<file path="src/inc/rxcjr_cfg.svh">
`ifndef RXCJR_CFG_SVH
`define RXCJR_CFG_SVH

// Register indices; the byte address on the bus is four times the index.
`define RXCJR_IDX_ERR_B0        8'h30
`define RXCJR_IDX_ERR_B1        8'h31
`define RXCJR_IDX_ERR_B2        8'h32
`define RXCJR_IDX_ERR_B3        8'h33
`define RXCJR_IDX_ERR_B4        8'h34
`define RXCJR_IDX_ERR_FLOAT     8'h35
`define RXCJR_IDX_SWING         8'h38
`define RXCJR_IDX_ACQ_GAIN      8'h4D
`define RXCJR_IDX_EQ_GAIN       8'h54
`define RXCJR_IDX_EQ_BOOST      8'h55
`define RXCJR_IDX_LOOP_FILT     8'h62
`define RXCJR_IDX_THR_INDEX     8'h6A
`define RXCJR_IDX_THR_LOW       8'h6B
`define RXCJR_IDX_THR_MID       8'h6C
`define RXCJR_IDX_THR_HIGH      8'h6D
`define RXCJR_IDX_TX_CFG2       8'h83
`define RXCJR_IDX_TX_MASK       8'h84
`define RXCJR_IDX_TX_STATUS     8'h85
`define RXCJR_IDX_CHK_CTRL      8'h86

// Reset values.
`define RXCJR_RST_SWING         8'hF5
`define RXCJR_RST_ACQ_GAIN      8'h8D
`define RXCJR_RST_EQ_GAIN       8'hA1
`define RXCJR_RST_EQ_BOOST      8'hE0
`define RXCJR_RST_LF_CTL        1'h0
`define RXCJR_RST_LF_VAL        7'h1E
`define RXCJR_RST_TX_CFG2       7'h22
`define RXCJR_RST_BYTE          8'h00

// Field positions and fixed values.
`define RXCJR_SWING_FIXED_HI    5
`define RXCJR_SWING_FIXED_LO    3
`define RXCJR_STROBE_BIT        7
`define RXCJR_THR_INDEX_VALUE   6'h04
`define RXCJR_CTRL_IRQ_ALLOW    0
`define RXCJR_CTRL_CONTINUOUS   1

`endif

</file>
<file path="src/inc/rxcjr_pkg.sv">
package rxcjr_pkg;

	// All state of the register bank, registered as one word.
	typedef struct packed {
		logic        acc;          // Second cycle of a bus access.
		logic [7:0]  rdata;        // Registered read data.
		logic [39:0] live_cnt;     // Running error total.
		logic [39:0] snap_cnt;     // Total of the last finished period.
		logic [31:0] tb_cnt;       // Position in the timebase period.
		logic [31:0] upper_latch;  // Upper bytes caught by a low-byte read.
		logic [7:0]  swing;        // Output swing level register.
		logic [7:0]  acq_gain;     // Acquisition phase gain register.
		logic [7:0]  eq_gain;      // Equalizer gain register.
		logic [7:0]  eq_boost;     // Equalizer boost register.
		logic        lf_ctl;       // Loop filter override.
		logic [6:0]  lf_val;       // Loop filter value written.
		logic        thr_strobe;   // Apply strobe awaiting service.
		logic [6:0]  thr_index;    // Index register bits 6:0.
		logic [7:0]  thr_low;      // Threshold data, first register.
		logic [7:0]  thr_mid;      // Threshold data, second register.
		logic [7:0]  thr_high;     // Threshold data, third register.
		logic [13:0] thr;          // Threshold in force.
		logic        lock_fail_irq;          // Receive lock loss.
		logic [6:0]  tx_cfg;       // Transmit config two, bits 6:0.
		logic [6:0]  mask;         // Transmit interrupt mask.
		logic [6:0]  status;       // Sticky transmit interrupt status.
		logic [1:0]  ctrl;         // Checker and interrupt control.
	} rxcjr_state_type;

endpackage

</file>
<file path="src/rxcjr_regs.sv">
// Implementation choice: the Avalon-MM interface to the registers.
`timescale 1ns/1ps
`default_nettype none
`include "rxcjr_cfg.svh"
// Operation
// - Fixed timebase shows last finished period total.
// - Continuous timebase shows live running total.
// - Low byte read catches upper four bytes.
// - Counter is forty bits over five bytes.
// - Float copy: mantissa nibble, exponent nibble.
// - Swing register middle three bits ignore writes.
// - Override selects written filter, else internal.
// - Filter readback need not equal written value.
// - Strobe applies threshold data, then self-clears.
// - Threshold bits packed across three data registers.
// - Lock loss above threshold, released below it.
// - Power-down bit zero, when set, turns transmitter off.
// - Unmasked alarm drives interrupt when globally allowed.
// - Sticky status cleared by zero write or disable.

module rxcjr_regs
	import rxcjr_pkg::*;
#(
	parameter int TIMEBASE_CYCLES = 1000  // Cycles in one fixed timebase period.
) (
	// Clock and reset.
	input  wire logic        mclk,
	input  wire logic        arst_n,
	// Avalon-MM slave.
	input  wire logic [9:0]  avs_address,
	input  wire logic        avs_read,
	input  wire logic        avs_write,
	input  wire logic [3:0]  avs_byteenable,
	input  wire logic [31:0] avs_writedata,
	output logic      [31:0] avs_readdata,
	output logic             avs_waitrequest,
	// Receive side.
	input  wire logic        checker_bit_error,
	input  wire logic [13:0] jitter_measure,
	input  wire logic [6:0]  acq_loop_filter_internal,
	output logic      [6:0]  acq_loop_filter_effective,
	output logic             rx_lock_loss,
	output logic      [2:0]  output_swing_select,
	output logic      [2:0]  rx_phase_det_acq_gain,
	output logic      [2:0]  eq_low_freq_gain,
	output logic      [2:0]  eq_high_freq_boost,
	output logic      [13:0] jitter_lock_loss_threshold,
	// Transmit side.
	input  wire logic [6:0]  tx_alarms,
	output logic             transmit_power_down,
	output logic             tx_irq
);

	// ****************************************************************
	// Parameter check and reset release
	// ****************************************************************

	// A one-cycle period would leave no room for the snapshot handover.
	if (TIMEBASE_CYCLES < 2) begin : g_bad_timebase
		$error("TIMEBASE_CYCLES must be at least 2");
	end

	localparam logic [31:0] TB_LAST = 32'(TIMEBASE_CYCLES - 1);  // Last cycle of a period.
	localparam logic [39:0] CNT_MAX = '1;                        // Counter saturates here.

	logic       rst_meta;  // First reset synchroniser stage.
	logic       rst_n;     // Synchronised reset used by the rest of the block.

	// Reset asserts at once and releases two edges after arst_n rises.
	always_ff @(posedge mclk or negedge arst_n) begin
		if (!arst_n) begin
			rst_meta <= 1'b0;
			rst_n    <= 1'b0;
		end else begin
			rst_meta <= 1'b1;
			rst_n    <= rst_meta;
		end
	end

	// ****************************************************************
	// State and helper signals
	// ****************************************************************

	rxcjr_state_type s;       // Current state.
	rxcjr_state_type next_s;  // Next state.
	logic [7:0]  idx;         // Register index from the byte address.
	logic        rd_first;    // First cycle of a read.
	logic        wr_take;     // Write takes effect at this edge.
	logic [7:0]  wd;          // Write data low byte.
	logic [39:0] presented;   // Count shown to software.
	logic        err_inc;     // Counter steps this cycle.
	logic        tb_end;      // Last cycle of a fixed period.

	assign idx      = avs_address[9:2];
	assign rd_first = avs_read && !s.acc;
	assign wr_take  = avs_write && s.acc && avs_byteenable[0];
	assign wd       = avs_writedata[7:0];
	assign err_inc  = checker_bit_error && (s.live_cnt != CNT_MAX);
	assign tb_end   = !s.ctrl[`RXCJR_CTRL_CONTINUOUS] && (s.tb_cnt == TB_LAST);
	// Continuous mode shows the live total, otherwise the snapshot.
	assign presented = s.ctrl[`RXCJR_CTRL_CONTINUOUS] ? s.live_cnt : s.snap_cnt;

	// Converts a count to mantissa and exponent nibbles; lower digits are truncated.
	function automatic logic [7:0] to_float(input logic [39:0] v);
		logic [7:0] f;
		f = 8'h00;
		for (int i = 0; i < 10; i++) begin
			if (v[4*i +: 4] != 4'h0) begin
				f = {v[4*i +: 4], 4'(i + 1)};
			end
		end
		return f;
	endfunction

	// ****************************************************************
	// Next-state logic
	// ****************************************************************

	// Every access waits one cycle; read data is registered in that cycle.
	always_comb begin
		next_s = s;
		next_s.acc = (avs_read || avs_write) && !s.acc;

		// Error counting and the timebase.
		if (tb_end) begin
			next_s.snap_cnt = s.live_cnt + {39'h0, err_inc};
			next_s.live_cnt = 40'h0;
			next_s.tb_cnt   = 32'h0;
		end else begin
			next_s.live_cnt = s.live_cnt + {39'h0, err_inc};
			next_s.tb_cnt   = s.ctrl[`RXCJR_CTRL_CONTINUOUS] ? 32'h0 : s.tb_cnt + 32'h1;
		end

		// Read data mux; unmapped indices read as zero.
		if (rd_first) begin
			case (idx)
				`RXCJR_IDX_ERR_B0: begin
					next_s.rdata       = presented[7:0];
					next_s.upper_latch = presented[39:8];
				end
				`RXCJR_IDX_ERR_B1:     next_s.rdata = s.upper_latch[7:0];
				`RXCJR_IDX_ERR_B2:     next_s.rdata = s.upper_latch[15:8];
				`RXCJR_IDX_ERR_B3:     next_s.rdata = s.upper_latch[23:16];
				`RXCJR_IDX_ERR_B4:     next_s.rdata = s.upper_latch[31:24];
				`RXCJR_IDX_ERR_FLOAT:  next_s.rdata = to_float(presented);
				`RXCJR_IDX_SWING:      next_s.rdata = s.swing;
				`RXCJR_IDX_ACQ_GAIN:   next_s.rdata = s.acq_gain;
				`RXCJR_IDX_EQ_GAIN:    next_s.rdata = s.eq_gain;
				`RXCJR_IDX_EQ_BOOST:   next_s.rdata = s.eq_boost;
				// Shows the filter value in use, not the one written.
				`RXCJR_IDX_LOOP_FILT:  next_s.rdata = {s.lf_ctl, acq_loop_filter_effective};
				`RXCJR_IDX_THR_INDEX:  next_s.rdata = {s.thr_strobe, s.thr_index};
				`RXCJR_IDX_THR_LOW:    next_s.rdata = s.thr_low;
				`RXCJR_IDX_THR_MID:    next_s.rdata = s.thr_mid;
				`RXCJR_IDX_THR_HIGH:   next_s.rdata = s.thr_high;
				`RXCJR_IDX_TX_CFG2:    next_s.rdata = {1'b0, s.tx_cfg};
				`RXCJR_IDX_TX_MASK:    next_s.rdata = {1'b0, s.mask};
				`RXCJR_IDX_TX_STATUS:  next_s.rdata = {1'b0, s.status};
				`RXCJR_IDX_CHK_CTRL:   next_s.rdata = {6'h00, s.ctrl};
				default:               next_s.rdata = 8'h00;
			endcase
		end

		// A pending strobe is served one cycle after it is written.
		if (s.thr_strobe) begin
			next_s.thr_strobe = 1'b0;
			if (s.thr_index[5:0] == `RXCJR_THR_INDEX_VALUE) begin
				next_s.thr = {s.thr_high[4:0], s.thr_mid, s.thr_low[7]};
			end
		end

		// Register writes.
		if (wr_take) begin
			case (idx)
				`RXCJR_IDX_SWING: begin
					// Middle bits keep their value whatever is written.
					next_s.swing = {wd[7:6], s.swing[5:3], wd[2:0]};
				end
				`RXCJR_IDX_ACQ_GAIN:   next_s.acq_gain = wd;
				`RXCJR_IDX_EQ_GAIN:    next_s.eq_gain  = wd;
				`RXCJR_IDX_EQ_BOOST:   next_s.eq_boost = wd;
				`RXCJR_IDX_LOOP_FILT: begin
					next_s.lf_ctl = wd[7];
					next_s.lf_val = wd[6:0];
				end
				`RXCJR_IDX_THR_INDEX: begin
					next_s.thr_index  = wd[6:0];
					next_s.thr_strobe = wd[`RXCJR_STROBE_BIT];
				end
				`RXCJR_IDX_THR_LOW:    next_s.thr_low  = wd;
				`RXCJR_IDX_THR_MID:    next_s.thr_mid  = wd;
				`RXCJR_IDX_THR_HIGH:   next_s.thr_high = wd;
				`RXCJR_IDX_TX_CFG2:    next_s.tx_cfg   = wd[6:0];
				`RXCJR_IDX_TX_MASK:    next_s.mask     = wd[6:0];
				`RXCJR_IDX_CHK_CTRL:   next_s.ctrl     = wd[1:0];
				default: begin
				end
			endcase
		end

		// Lock loss holds its value while the measure equals the threshold.
		if (jitter_measure > s.thr) begin
			next_s.lock_fail_irq = 1'b1;
		end else if (jitter_measure < s.thr) begin
			next_s.lock_fail_irq = 1'b0;
		end

		// Sticky status: an alarm wins over a zero write in the same cycle.
		for (int i = 0; i < 7; i++) begin
			if (!s.ctrl[`RXCJR_CTRL_IRQ_ALLOW]) begin
				next_s.status[i] = 1'b0;
			end else if (tx_alarms[i]) begin
				next_s.status[i] = 1'b1;
			end else if (wr_take && (idx == `RXCJR_IDX_TX_STATUS) && !wd[i]) begin
				next_s.status[i] = 1'b0;
			end
		end
	end

	// ****************************************************************
	// State register
	// ****************************************************************

	// Count registers have no defined reset value in use; zero is chosen.
	always_ff @(posedge mclk or negedge rst_n) begin
		if (!rst_n) begin
			s          <= '0;
			s.swing    <= `RXCJR_RST_SWING;
			s.acq_gain <= `RXCJR_RST_ACQ_GAIN;
			s.eq_gain  <= `RXCJR_RST_EQ_GAIN;
			s.eq_boost <= `RXCJR_RST_EQ_BOOST;
			s.lf_ctl   <= `RXCJR_RST_LF_CTL;
			s.lf_val   <= `RXCJR_RST_LF_VAL;
			s.tx_cfg   <= `RXCJR_RST_TX_CFG2;
		end else begin
			s <= next_s;
		end
	end

	// ****************************************************************
	// Outputs
	// ****************************************************************

	// Exactly one wait cycle per access: the first cycle registers the read data,
	// so the master sees settled data at the edge where waitrequest is low.
	// This costs a cycle per access but keeps the read mux off the output path.
	assign avs_waitrequest = (avs_read || avs_write) && !s.acc;
	assign avs_readdata    = {24'h000000, s.rdata};
	// The override picks the written value, otherwise the internal one.
	assign acq_loop_filter_effective = s.lf_ctl ? s.lf_val : acq_loop_filter_internal;
	assign rx_lock_loss               = s.lock_fail_irq;
	assign output_swing_select        = s.swing[2:0];
	assign rx_phase_det_acq_gain      = s.acq_gain[7:5];
	assign eq_low_freq_gain           = s.eq_gain[7:5];
	assign eq_high_freq_boost         = s.eq_boost[7:5];
	assign jitter_lock_loss_threshold = s.thr;
	assign transmit_power_down        = s.tx_cfg[0];
	// Mask bit zero lets the latched alarm through.
	assign tx_irq = s.ctrl[`RXCJR_CTRL_IRQ_ALLOW] && ((s.status & ~s.mask) != 7'h00);

	// ****************************************************************
	// Assertions
	// ****************************************************************

	a_swing_mid_fixed: assert property (
		@(posedge mclk) disable iff (!rst_n)
		s.swing[`RXCJR_SWING_FIXED_HI:`RXCJR_SWING_FIXED_LO] == 3'b110)
		else $error("swing middle bits changed");

	a_filter_override: assert property (
		@(posedge mclk) disable iff (!rst_n)
		(wr_take && idx == `RXCJR_IDX_LOOP_FILT && wd[7]) |=> (acq_loop_filter_effective == $past(wd[6:0])))
		else $error("override value not applied");

	a_thresh_apply: assert property (
		@(posedge mclk) disable iff (!rst_n)
		(wr_take && idx == `RXCJR_IDX_THR_INDEX && wd == 8'h84)
		|=> s.thr_strobe ##1 (!s.thr_strobe && s.thr == {s.thr_high[4:0], s.thr_mid, s.thr_low[7]}))
		else $error("threshold not applied by strobe");

	a_lol_assert: assert property (
		@(posedge mclk) disable iff (!rst_n)
		(jitter_measure > jitter_lock_loss_threshold) |=> rx_lock_loss)
		else $error("lock loss not raised above threshold");

	a_lol_release: assert property (
		@(posedge mclk) disable iff (!rst_n)
		(jitter_measure < jitter_lock_loss_threshold) |=> !rx_lock_loss)
		else $error("lock loss not released below threshold");

	a_power_down_write: assert property (
		@(posedge mclk) disable iff (!rst_n)
		(wr_take && idx == `RXCJR_IDX_TX_CFG2) |=> (transmit_power_down == $past(wd[0])))
		else $error("power down does not follow write");

	// A status bit can only be set by its alarm, so any unmasked bit that drives
	// the interrupt must have been latched or alarming in the cycle before.
	a_irq_cause: assert property (
		@(posedge mclk) disable iff (!rst_n)
		tx_irq |-> (($past(s.status | tx_alarms) & ~s.mask) != 7'h00))
		else $error("interrupt without unmasked alarm");

	a_sticky_hold: assert property (
		@(posedge mclk) disable iff (!rst_n)
		(s.ctrl[`RXCJR_CTRL_IRQ_ALLOW] && !(wr_take && idx == `RXCJR_IDX_TX_STATUS))
		|=> ((s.status & $past(s.status | tx_alarms)) == $past(s.status | tx_alarms)))
		else $error("sticky status lost");

	a_upper_capture: assert property (
		@(posedge mclk) disable iff (!rst_n)
		(rd_first && idx == `RXCJR_IDX_ERR_B0) |=> (s.upper_latch == $past(presented[39:8])))
		else $error("upper bytes not caught on low byte read");

	a_snapshot_stable: assert property (
		@(posedge mclk) disable iff (!rst_n)
		(!s.ctrl[`RXCJR_CTRL_CONTINUOUS] && !tb_end) |=> $stable(s.snap_cnt))
		else $error("snapshot moved inside a period");

	a_bus_one_wait: assert property (
		@(posedge mclk) disable iff (!rst_n)
		((avs_read || avs_write) && !s.acc) |-> avs_waitrequest ##1 !avs_waitrequest)
		else $error("access not answered after one wait cycle");

	// A pending strobe lives for one cycle unless software sets it again.
	a_strobe_clears: assert property (
		@(posedge mclk) disable iff (!rst_n)
		(s.thr_strobe && !(wr_take && idx == `RXCJR_IDX_THR_INDEX && wd[`RXCJR_STROBE_BIT])) |=> !s.thr_strobe)
		else $error("threshold strobe did not clear");

	// Each fixed period starts counting from zero.
	a_live_restart: assert property (
		@(posedge mclk) disable iff (!rst_n)
		tb_end |=> (s.live_cnt == 40'h0))
		else $error("running total not restarted");

	// Below the ceiling every flagged error adds exactly one.
	a_live_step: assert property (
		@(posedge mclk) disable iff (!rst_n)
		(!tb_end && checker_bit_error && s.live_cnt != CNT_MAX) |=> (s.live_cnt == $past(s.live_cnt) + 40'h1))
		else $error("running total did not step");

	// Turning interrupts off empties the sticky status.
	a_disable_clears: assert property (
		@(posedge mclk) disable iff (!rst_n)
		!s.ctrl[`RXCJR_CTRL_IRQ_ALLOW] |=> (s.status == 7'h00))
		else $error("status kept while disabled");

	// An equal measure neither raises nor releases lock loss.
	a_lol_hold: assert property (
		@(posedge mclk) disable iff (!rst_n)
		(jitter_measure == jitter_lock_loss_threshold) |=> $stable(rx_lock_loss))
		else $error("lock loss moved at equal measure");

	// The level field follows every accepted write to the swing register.
	a_swing_low_write: assert property (
		@(posedge mclk) disable iff (!rst_n)
		(wr_take && idx == `RXCJR_IDX_SWING) |=> (output_swing_select == $past(wd[2:0])))
		else $error("swing level not written");

	// A write with its low byte lane off is answered but leaves the register alone.
	a_byte_disable: assert property (
		@(posedge mclk) disable iff (!rst_n)
		(avs_write && s.acc && !avs_byteenable[0] && idx == `RXCJR_IDX_TX_CFG2) |=> $stable(s.tx_cfg))
		else $error("write with lane off changed register");

endmodule

`default_nettype wire

</file>
<file path="config.mk">
export PLATFORM = sky130hd
export DESIGN_NAME = rxcjr_regs
export DESIGN_NICKNAME = d
export VERILOG_FILES = /design/src/inc/rxcjr_pkg.sv /design/src/rxcjr_regs.sv
export VERILOG_INCLUDE_DIRS = /design/src /design/src/inc
export SDC_FILE = /design/constraint.sdc
export NUM_CORES = 1
export LEC_CHECK = 0
export BUFFER_PORTS_ARGS = -buffer_cell sky130_fd_sc_hd__clkbuf_2
export CORE_ASPECT_RATIO = 1.5
export CORE_MARGIN = 2
export CORE_UTILIZATION = 25
export CTS_BUF_LIST = sky130_fd_sc_hd__clkbuf_16
export CTS_CLUSTER_SIZE = 24
export DETAILED_ROUTE_END_ITERATION = 8
export PLACE_DENSITY = 0.43
export SYNTH_ARGS = -nofsm -noshare
export SYNTH_HDL_FRONTEND = slang
export SYNTH_SLANG_ARGS = --single-unit
</file>
<file path="constraint.sdc">
create_clock -name mclk -period 9.9 [get_ports mclk]
set_input_delay 1.98 -clock mclk [delete_from_list [all_inputs] [get_ports mclk]]
set_output_delay 1.98 -clock mclk [all_outputs]
set_load 0.02 [all_outputs]
</file>
==> results of run 1 <==
[state kept, by name, summed over array words and instances, names as in the netlist]
signal,flops
jitter_lock_loss_threshold,14
avs_readdata,8
output_swing_select,3
rx_lock_loss,1
s,224
rx_phase_det_acq_gain,3
rst_n,1
eq_low_freq_gain,3
rst_meta,1
transmit_power_down,1
eq_high_freq_boost,3
[metal layers]
metal	track usage [%]	wire, µm
met1	16.88	17040
met4	4.163	940
met5	0	0
met2	31.92	25810
met3	1.699	1238
[cell usage after synthesis, drive strengths merged, types with 3 or more instances]
| library cell | instances |
|---|---|
| o21a | 10 |
| o21ai | 84 |
| a221oi | 8 |
| a2111oi | 6 |
| or3 | 4 |
| and4 | 8 |
| nand3b | 4 |
| nand3 | 34 |
| nand2b | 9 |
| inv | 33 |
| and3 | 11 |
| nand2 | 130 |
| dfrtp | 242 |
| xor2 | 45 |
| clkbuf | 38 |
| or2 | 4 |
| nor4b | 5 |
| mux2i | 35 |
| buf | 87 |
| nand4 | 27 |
| a221o | 4 |
| mux2 | 118 |
| xnor2 | 23 |
| o211ai | 6 |
| nor4 | 21 |
| o211a | 3 |
| or4 | 3 |
| a22o | 5 |
| dfstp | 20 |
| a22oi | 28 |
| a21o | 3 |
| a21oi | 25 |
| ha | 17 |
| o22ai | 5 |
| a211oi | 12 |
| nor3 | 35 |
| nand4bb | 4 |
| nor2 | 134 |
| nor2b | 6 |
| o31ai | 5 |
| a222oi | 8 |
| and2 | 12 |
[cell families (layout without fill, tap and decap cells)]
kind of cell | Yosys count | in the layout
simple gates | 465 | 465
mux | 153 | 153
flops | 262 | 262
other cells | 2 | 25
fa+ha+maj | 17 | 17
compound gates | 234 | 234
buf+inv | 158 | 192
xor+xnor | 68 | 68
[worst max path at each step]
stage	from	end	slack [ns]	cells after the start
after global placement	avs_address[3]	avs_readdata[7]	4.97	8
after detailed placement	avs_address[3]	avs_readdata[7]	5.05	8
after CTS	acq_loop_filter_internal[4]	acq_loop_filter_effective[4]	5.33	3
final	acq_loop_filter_internal[6]	acq_loop_filter_effective[6]	5.37	3
after global routing	acq_loop_filter_internal[4]	acq_loop_filter_effective[4]	5.34	3
after floorplan	rst_n	avs_readdata[0]	2.09	0
[power groups by stage]
stage,logic (mW),clock network [mW],registers (mW)
floorplan,0.149,0,1.19
global placement,0.209,0,1.19
detailed placement,0.212,0,1.20
CTS,0.214,1.15,1.18
global route,0.236,1.19,1.18
finish,0.208,1.11,1.18
[layout make-up]
| type | count | area (µm²) |
|---|---|---|
| flip-flops and latches | 262 | 6589 |
| well taps | 702 | 878.3 |
| repair buffers | 106 | 560.5 |
| inverters | 33 | 123.9 |
| clock inverters | 24 | 230.2 |
| clock buffers | 29 | 725.7 |
| multi-input cells | 962 | 6583 |
| fillers | 5806 | 39750 |
[per-stage QoR]
step / cell area [µm²] / cells
floorplan: 14030 / 1382
global placement: 14730 / 2065
detailed placement: 14730 / 2065
CTS: 15690 / 2118
global route: 15690 / 2118
finish: 15690 / 2118
[worst reg2reg max path: cells and delay by family, from the launching register on]
kind | cells | cell delay, ns
DFF | 1 | 0.80
and+or+nand+nor | 3 | 0.75
AOI/OAI and AO/OA | 3 | 0.68
muxes | 1 | 0.67
buffers and inverters | 1 | 0.56
==> metrics, run 1 <==
share of cells above drive strength 1 a little under a quarter; Reg-to-Reg End avs_readdata[5]; I/O Buffers 94; fin. max-slew vios 0; chip height 293.3 µm; WL per Instance ~21 µm; total gr overflow 0; vias in the first global route approximately 11000; vias per std cell 4.866; setup ws final 5.370 ns; total CTS buffers 29; CP Capture Type output port; Power Density between 150 and 200 nW/µm²; hpwl dp 33710 µm; Ys Warns 0; Worst path slowest cell mux2_2; Clock Pin Slew Worst Setup and Hold Paths 0.06 ns; relative slew slack between 20% and 30%; final worst-path cycle share 45.76%; Critical R2R Launch s[1]; Worst Path Required 7.92 ns; LEAKAGE ~7.0 nW; Comb pwr share under 10%; slack of the worst reg-to-reg path 6.29 ns; Mapped Avg Cell Area between 10 and 15 µm²; pre-CTS WS about 5.0 ns; leading register cell type out of synthesis dfrtp_1; min Tclk post-route approximately 4.5 ns; Clock Path Buffers 3; CP startpoint kind input pin; clock power share ~45%; WHS roughly 0.35 ns; Pre-antenna DRT Iters 7; worst path bufs/invs 2; RSZ-0062 raised after global routing no; critical path arrival 2.55 ns; Die Width 196.8 µm; Crit Path Category in -> out; largest cells by area after synthesis dfrtp_1 43%, mux2_2 9.4%, dfstp_2 3.8%; FF-to-FF path depth 8; crit-path max cell delay 0.30 ns; Synth Area in Adders 1.525%; largest net degree at the start of global routing 75; Util after Layout 28.30%; CTS-repair resized insts 0; Synth Area in XOR/XNOR under 10%; register area share after synthesis between 40% and 50%; first-pass GRT wire length between 60000 and 70000 µm; Initial Util between 20 and 30%; FP Rows 106; total global-route track usage about 16%; asr flop ratio synth 100.0%; most frequent cells in the layout 240 x dfrtp_1, 132 x nor2_1, 128 x nand2_1, 117 x mux2_2, 94 x clkbuf_2; EDFF count, synth 0; hold buffers post-CTS 0; Pint between 1.5 and 2 mW; Worst Skew around 0.03 ns; CTS tree done; crit-path max FO 2; area share of the largest cell type after synthesis 43.43%; dominant combinational cell family by area after synthesis simple AND/OR/NAND/NOR gates; antenna violations before repair 0; Power Total between 2 and 2.5 mW; cell count after synthesis about 1400; max cap viols 0; I/O pin count about 150; HP Class reg -> reg; WHS Endpoint rst_n; post-CTS setup buffer count 0; NumNets Final 1490; RD Place Congestion about 0.84; Clock Tree Root clkbuf_16; Final ANT Viol Nets 0; Synth Register Bits around 260; family with the most delay on the worst path multiplexers; Area Growth Syn to Fin 12.52%; cell area after synthesis around 14000 µm²; dominant cell type by area after synthesis dfrtp_1; simple-gate area share of the yosys netlist 17.31%; die area 57720 µm²; final hold vios 0; H-tree level count 1; DR iter-0 viols 546; status finished clean; Distinct cells, synth about 90; Switching Share 26.73%; worst-margin pin slew roughly 1.1 ns; fmax approximately 220 MHz; sw power 667.4 µW; later-pin clock latency in the skew report 0.59 ns; CTS sink cnt about 260; DR vias around 10000; Core Area about 55000 µm²; Synth Area in Compound Gates 11.31%; Post-Route WL around 45000 µm; mux contribution to synthesized area between 10 and 15%; drt drc 0; Min-Delay Path Depth 0; sequential power share between 40% and 50%; most frequent CP cell clkbuf_2; commonest non-fill, non-tap cell in the layout dfrtp_1; hold_sp rst_meta; Setup TNS 0 ns; worst-path cell chain clkbuf_2, mux2_2, clkbuf_2; ant diodes 0; Finish-stage setup viols 0; VDD IR max around 0.00011 V
(Power assumes the default switching activity.)
==> run 2: changes to the inputs <==
==> constraint.sdc (replaced) <==
create_clock -name mclk -period 4.3 [get_ports mclk]
set_input_delay 0.86 -clock mclk [delete_from_list [all_inputs] [get_ports mclk]]
set_output_delay 0.86 -clock mclk [all_outputs]
set_load 0.02 [all_outputs]
==> metrics, run 2 (synthesis gave the netlist of run 1 again) <==
status finished clean; H-tree level count 1; RD Place Congestion 0.8415; crit-path max cell delay between 0.4 and 0.5 ns; Setup TNS 0 ns; total gr overflow 0; Worst Skew between 0.01 and 0.015 ns; Core Area around 55000 µm²; post-CTS setup buffer count 0; die area about 58000 µm²; later-pin clock latency in the skew report 0.57 ns; CTS-repair resized insts 0; Worst path slowest cell nor4_4; drt drc 0; FP Rows about 110; register name with the most flops s; max reg flops approximately 220; total global-route track usage 15.71%; worst path bufs/invs 0; worst-path cell chain and4_1, nand4_1, or2_2, nor2_1, a21boi_0, ha_1, nand3_1, or2_2, nor4_4, and2_1, nand4_1, xor2_1, nor2_1; Final ANT Viol Nets 0; CTS tree done; largest net degree at the start of global routing 105; Area Growth Syn to Fin 13.20%; NumNets Final 1512; Pre-antenna DRT Iters 5; HP Class in -> async; first-pass GRT wire length 69010 µm; final worst-path cycle share 80.66%; commonest non-fill, non-tap cell in the layout dfrtp_1; crit-path max FO 7; Power Density roughly 350 nW/µm²; dpl cell area ~15000 µm²; vias in the first global route about 11000; min Tclk post-route roughly 3.5 ns; hpwl dp about 34000 µm; most frequent cells in the layout 240 x dfrtp_1, 132 x nor2_1, 128 x nand2_1, 117 x mux2_2, 94 x clkbuf_2; post-route cell area 15790 µm²; RSZ-0062 raised after global routing no; fin. max-slew vios 0; max cap viols 0; ant diodes 0; CP startpoint kind register; chip height roughly 290 µm; WL per Instance approximately 21 µm; Worst Path Required roughly 4.7 ns; Initial Util roughly a quarter; worst-margin pin slew between 0.8 and 0.9 ns; total CTS buffers 29; DR iter-0 viols 599; Die Width between 150 and 200 µm; I/O pin count roughly 150; slack of the worst reg-to-reg path between 0.8 and 0.9 ns; final hold vios 0; DR vias 10490; LEAKAGE between 7 and 8 nW; Finish-stage setup viols 0; VDD IR max around 0.00027 V; Clock Pin Slew Worst Setup and Hold Paths 0.06 ns; hold buffers post-CTS 0; critical path arrival 3.90 ns; Post-Route WL about 45000 µm; Clock Tree Root clkbuf_16; fmax 288.3 MHz; share of cells above drive strength 1 23.44%; relative slew slack between 40% and 50%; Clock Path Buffers 3; antenna violations before repair 0; I/O Buffers between 90 and 100; CP Capture Type register; Crit Path Category reg -> reg; family with the most delay on the worst path simple AND/OR/NAND/NOR gates; vias per std cell 4.900; CTS sink cnt 262
==> run 2: changes by cell type in the layout (fill, tap and decap cells not counted) <==
cell and change:
buf_4 +20, clkinv_1 +4, clkinv_2 -4, bufinv_16 -3, inv_1 +3, buf_12 +2
inv_16 -1, inv_6 +1
==> run 2: through the flow <==
stage	hold WS [ns]	worst slack, ns	total power [mW]	utilization (%)	cells
6_report	0.06881	0.8315	5.531	28.47	2140
5_1_grt	0.04330	0.5841	5.791	28.47	2140
4_1_cts	0.03202	0.7818	5.627	28.47	2140
3_5_place_dp	0.3418	0.8030	3.249	26.92	2087
3_3_place_gp	0.3332	0.8279	3.244	26.92	2087
2_1_floorplan	0.3311	0.02185	3.075	-	1382
==> run 2: routing by layer <==
metal	vias to the layer above	share of wire, %	wire length, µm	global-route usage [%]
li1	4915	-	-	-
met1	5275	38	17080	17.02
met2	240	56	25150	31.35
met3	56	3.0	1364	1.607
met4	0	3.0	1341	5.025
met5	-	0	0	0
==> run 2: cell type report <==
cell class,count,area (µm²)
Clock inverter,24,135.1
Fill cell,5797,39650
Tap cell,702,878.3
Multi-Input combinational cell,962,6583
Sequential cell,262,6589
Timing Repair Buffer,128,750.7
Inverter,33,123.9
Clock buffer,29,725.7
==> run 2: power by group <==
part	total, mW	internal [mW]	switching, mW
registers	2.70	2.57	0.130
clock network	2.34	1.28	1.06
logic	0.492	0.178	0.314
total	5.53	4.03	1.50
==> run 2: final timing paths <==
path	startpoint	end	cells after the start
setup / recovery	s[234]	s[249]	13
hold / removal	arst_n	rst_meta	1
setup reg to reg	s[234]	s[249]	13
hold reg to reg	rst_n	s[166]	0
max in group asynchronous	rst_n	s[45]	1
min in group mclk	rst_meta	rst_n	0
==> run 3: changes to the inputs <==
--- a/config.mk
+++ b/config.mk
@@ -13,7 +13,7 @@
 export CTS_BUF_LIST = sky130_fd_sc_hd__clkbuf_16
 export CTS_CLUSTER_SIZE = 24
 export DETAILED_ROUTE_END_ITERATION = 8
-export PLACE_DENSITY = 0.43
+export PLACE_DENSITY = 0.44
 export SYNTH_ARGS = -nofsm -noshare
 export SYNTH_HDL_FRONTEND = slang
 export SYNTH_SLANG_ARGS = --single-unit
==> constraint.sdc (replaced) <==
create_clock -name mclk -period 2.9 [get_ports mclk]
set_input_delay 0.58 -clock mclk [delete_from_list [all_inputs] [get_ports mclk]]
set_output_delay 0.58 -clock mclk [all_outputs]
set_load 0.02 [all_outputs]
==> metrics, run 3 (synthesis gave the netlist of run 1 again) <==
vias per std cell a little under 5; total gr overflow 0; max reg flops 224; final hold vios 0; commonest non-fill, non-tap cell in the layout dfrtp_1; Power Density 519.2 nW/µm²; H-tree level count 1; share of cells above drive strength 1 about 30%; largest net degree at the start of global routing 68; Core Area ~55000 µm²; placed cell count 2199; hold_sp tx_alarms[3]; sequential power share between 40 and 50%; Pre-antenna DRT Iters 7; crit-path max FO 15; total global-route track usage around 16%; Non-Filler Instances ~2300; max cap viols 0; post-CTS setup buffer count 0; Worst path slowest cell dfrtp_4; LEAKAGE approximately 7.7 nW; most frequent cells in the layout 240 x dfrtp_1, 135 x buf_4, 131 x nor2_1, 126 x nand2_1, 117 x mux2_2; I/O pin count between 100 and 150; chip height 293.3 µm; Initial Util roughly a quarter; critical path arrival about 3.2 ns; NumNets Final 1625; I/O Buffers between 90 and 100; Power Total about 8.8 mW; Die Width between 150 and 200 µm; most frequent CP cell nor3_1; Crit Path Category reg -> reg; WHS Endpoint s[5]; DR iter-0 viols roughly 450; later-pin clock latency in the skew report 0.57 ns; Switching Share roughly a quarter; total CTS buffers 29; fin. max-slew vios 0; min Tclk post-route approximately 2.8 ns; Clock Tree Root clkbuf_16; CP Capture Type register; ant diodes 0; Finish-stage setup viols 0; hpwl dp around 36000 µm; RD Place Congestion around 0.86; vias in the first global route 11460; die area between 50000 and 60000 µm²; Area Growth Syn to Fin 21.51%; Worst Skew 0.01092 ns; CP startpoint kind register; worst-margin pin slew between 0.8 and 0.9 ns; Clock Path Buffers 3; fmax roughly 360 MHz; antenna violations before repair 0; relative slew slack approximately 40%; Final ANT Viol Nets 0; slack of the worst reg-to-reg path 0.11 ns; DR vias between 10000 and 15000; FF-to-FF path depth 8; status finished clean; crit-path max cell delay around 0.59 ns; CTS tree done; pre-CTS WS -0.1093 ns; FP Rows ~110; VDD IR max approximately 0.00037 V; Post-Route WL around 46000 µm; worst-path cell chain or4_1, o22ai_2, o211ai_1, nor3_1, a211oi_1, nor3_1, buf_4, o21ai_0; CTS sink cnt between 200 and 300; Clock Pin Slew Worst Setup and Hold Paths 0.07 ns; final worst-path cycle share a little over nine tenths; HP Class in -> reg; register name with the most flops s; Pint about 6.4 mW; WL per Instance approximately 21 µm; RSZ-0062 raised after global routing yes; sw power approximately 2.4 mW; Reg-to-Reg End avs_readdata[5]; first-pass GRT wire length slightly above 70000 µm; setup ws final between 0.1 and 0.15 ns; Min-Delay Path Depth 2; Worst Path Required roughly 3.3 ns; drt drc 0; Comb pwr share under 10%; Critical R2R Launch s[1]; clock power share approximately 45%
-- run 3: worst max path at each step --
stage	start	end	slack [ns]	depth (start not counted)
6_report	s[1]	avs_readdata[5]	0.11	8
5_1_grt	s[236]	s[209]	-0.001	14
4_1_cts	s[1]	avs_readdata[4]	0.002	7
3_5_place_dp	s[236]	s[211]	-0.11	14
3_3_place_gp	s[236]	s[211]	-0.12	14
2_1_floorplan	s[226]	s[208]	0.15	14
-- run 3: cell type report --
cell class	instances	area, µm²
fill	5795	38490
multi-input combinational	962	6644
sequential	262	6589
timing repair buffer	241	1705
tap	702	878.3
clock buffer	29	725.7
clock inverter	24	274.0
inverter	33	127.6
-- run 3: per-stage QoR --
step	instance area [µm²]	utilization, %	hold WS, ns	setup TNS [ns]
after floorplan	14030	-	0.2844	0
after global placement	15870	28.62	0.3316	-0.9727
after detailed placement	15870	28.62	0.3364	-0.9234
after CTS	16880	30.46	0.2174	0
after global routing	16940	30.56	0.2341	-0.001338
final	16940	30.56	0.2374	0
-- run 3: worst max-delay path: cells and delay by family (launching register included) --
family	cells	cell delay, ns
compound gates	4	0.72
buf+inv	1	0.16
simple gates	3	1.16
flops	1	0.59
-- run 3: layer usage --
layer | wire (µm) | GRT usage (%) | vias to the layer above | share of wire, %
li1 | - | - | 5125 | -
met1 | 17090 | 16.86 | 5443 | 37
met2 | 25660 | 31.87 | 253 | 55
met3 | 1419 | 1.584 | 91 | 3.1
met4 | 2175 | 7.354 | 0 | 4.7
met5 | 0 | 0 | - | 0
-- run 3: timing repair --
item                                    CTS  global route
gates cloned                              0             0
pin swaps                                 1            10
endpoints found under the setup margin   20            42
hold endpoints to repair                  2             0
hold buffers                              1             0
gates resized for setup                   4            16
-- run 3: power groups by stage --
stage          registers, mW  clock network [mW]  logic [mW]
6_report                3.98                3.94       0.870
5_1_grt                 4.00                4.22       0.968
4_1_cts                 3.98                4.08       0.878
3_5_place_dp            4.05                   0       0.868
3_3_place_gp            4.04                   0       0.861
2_1_floorplan           4.05                   0       0.510
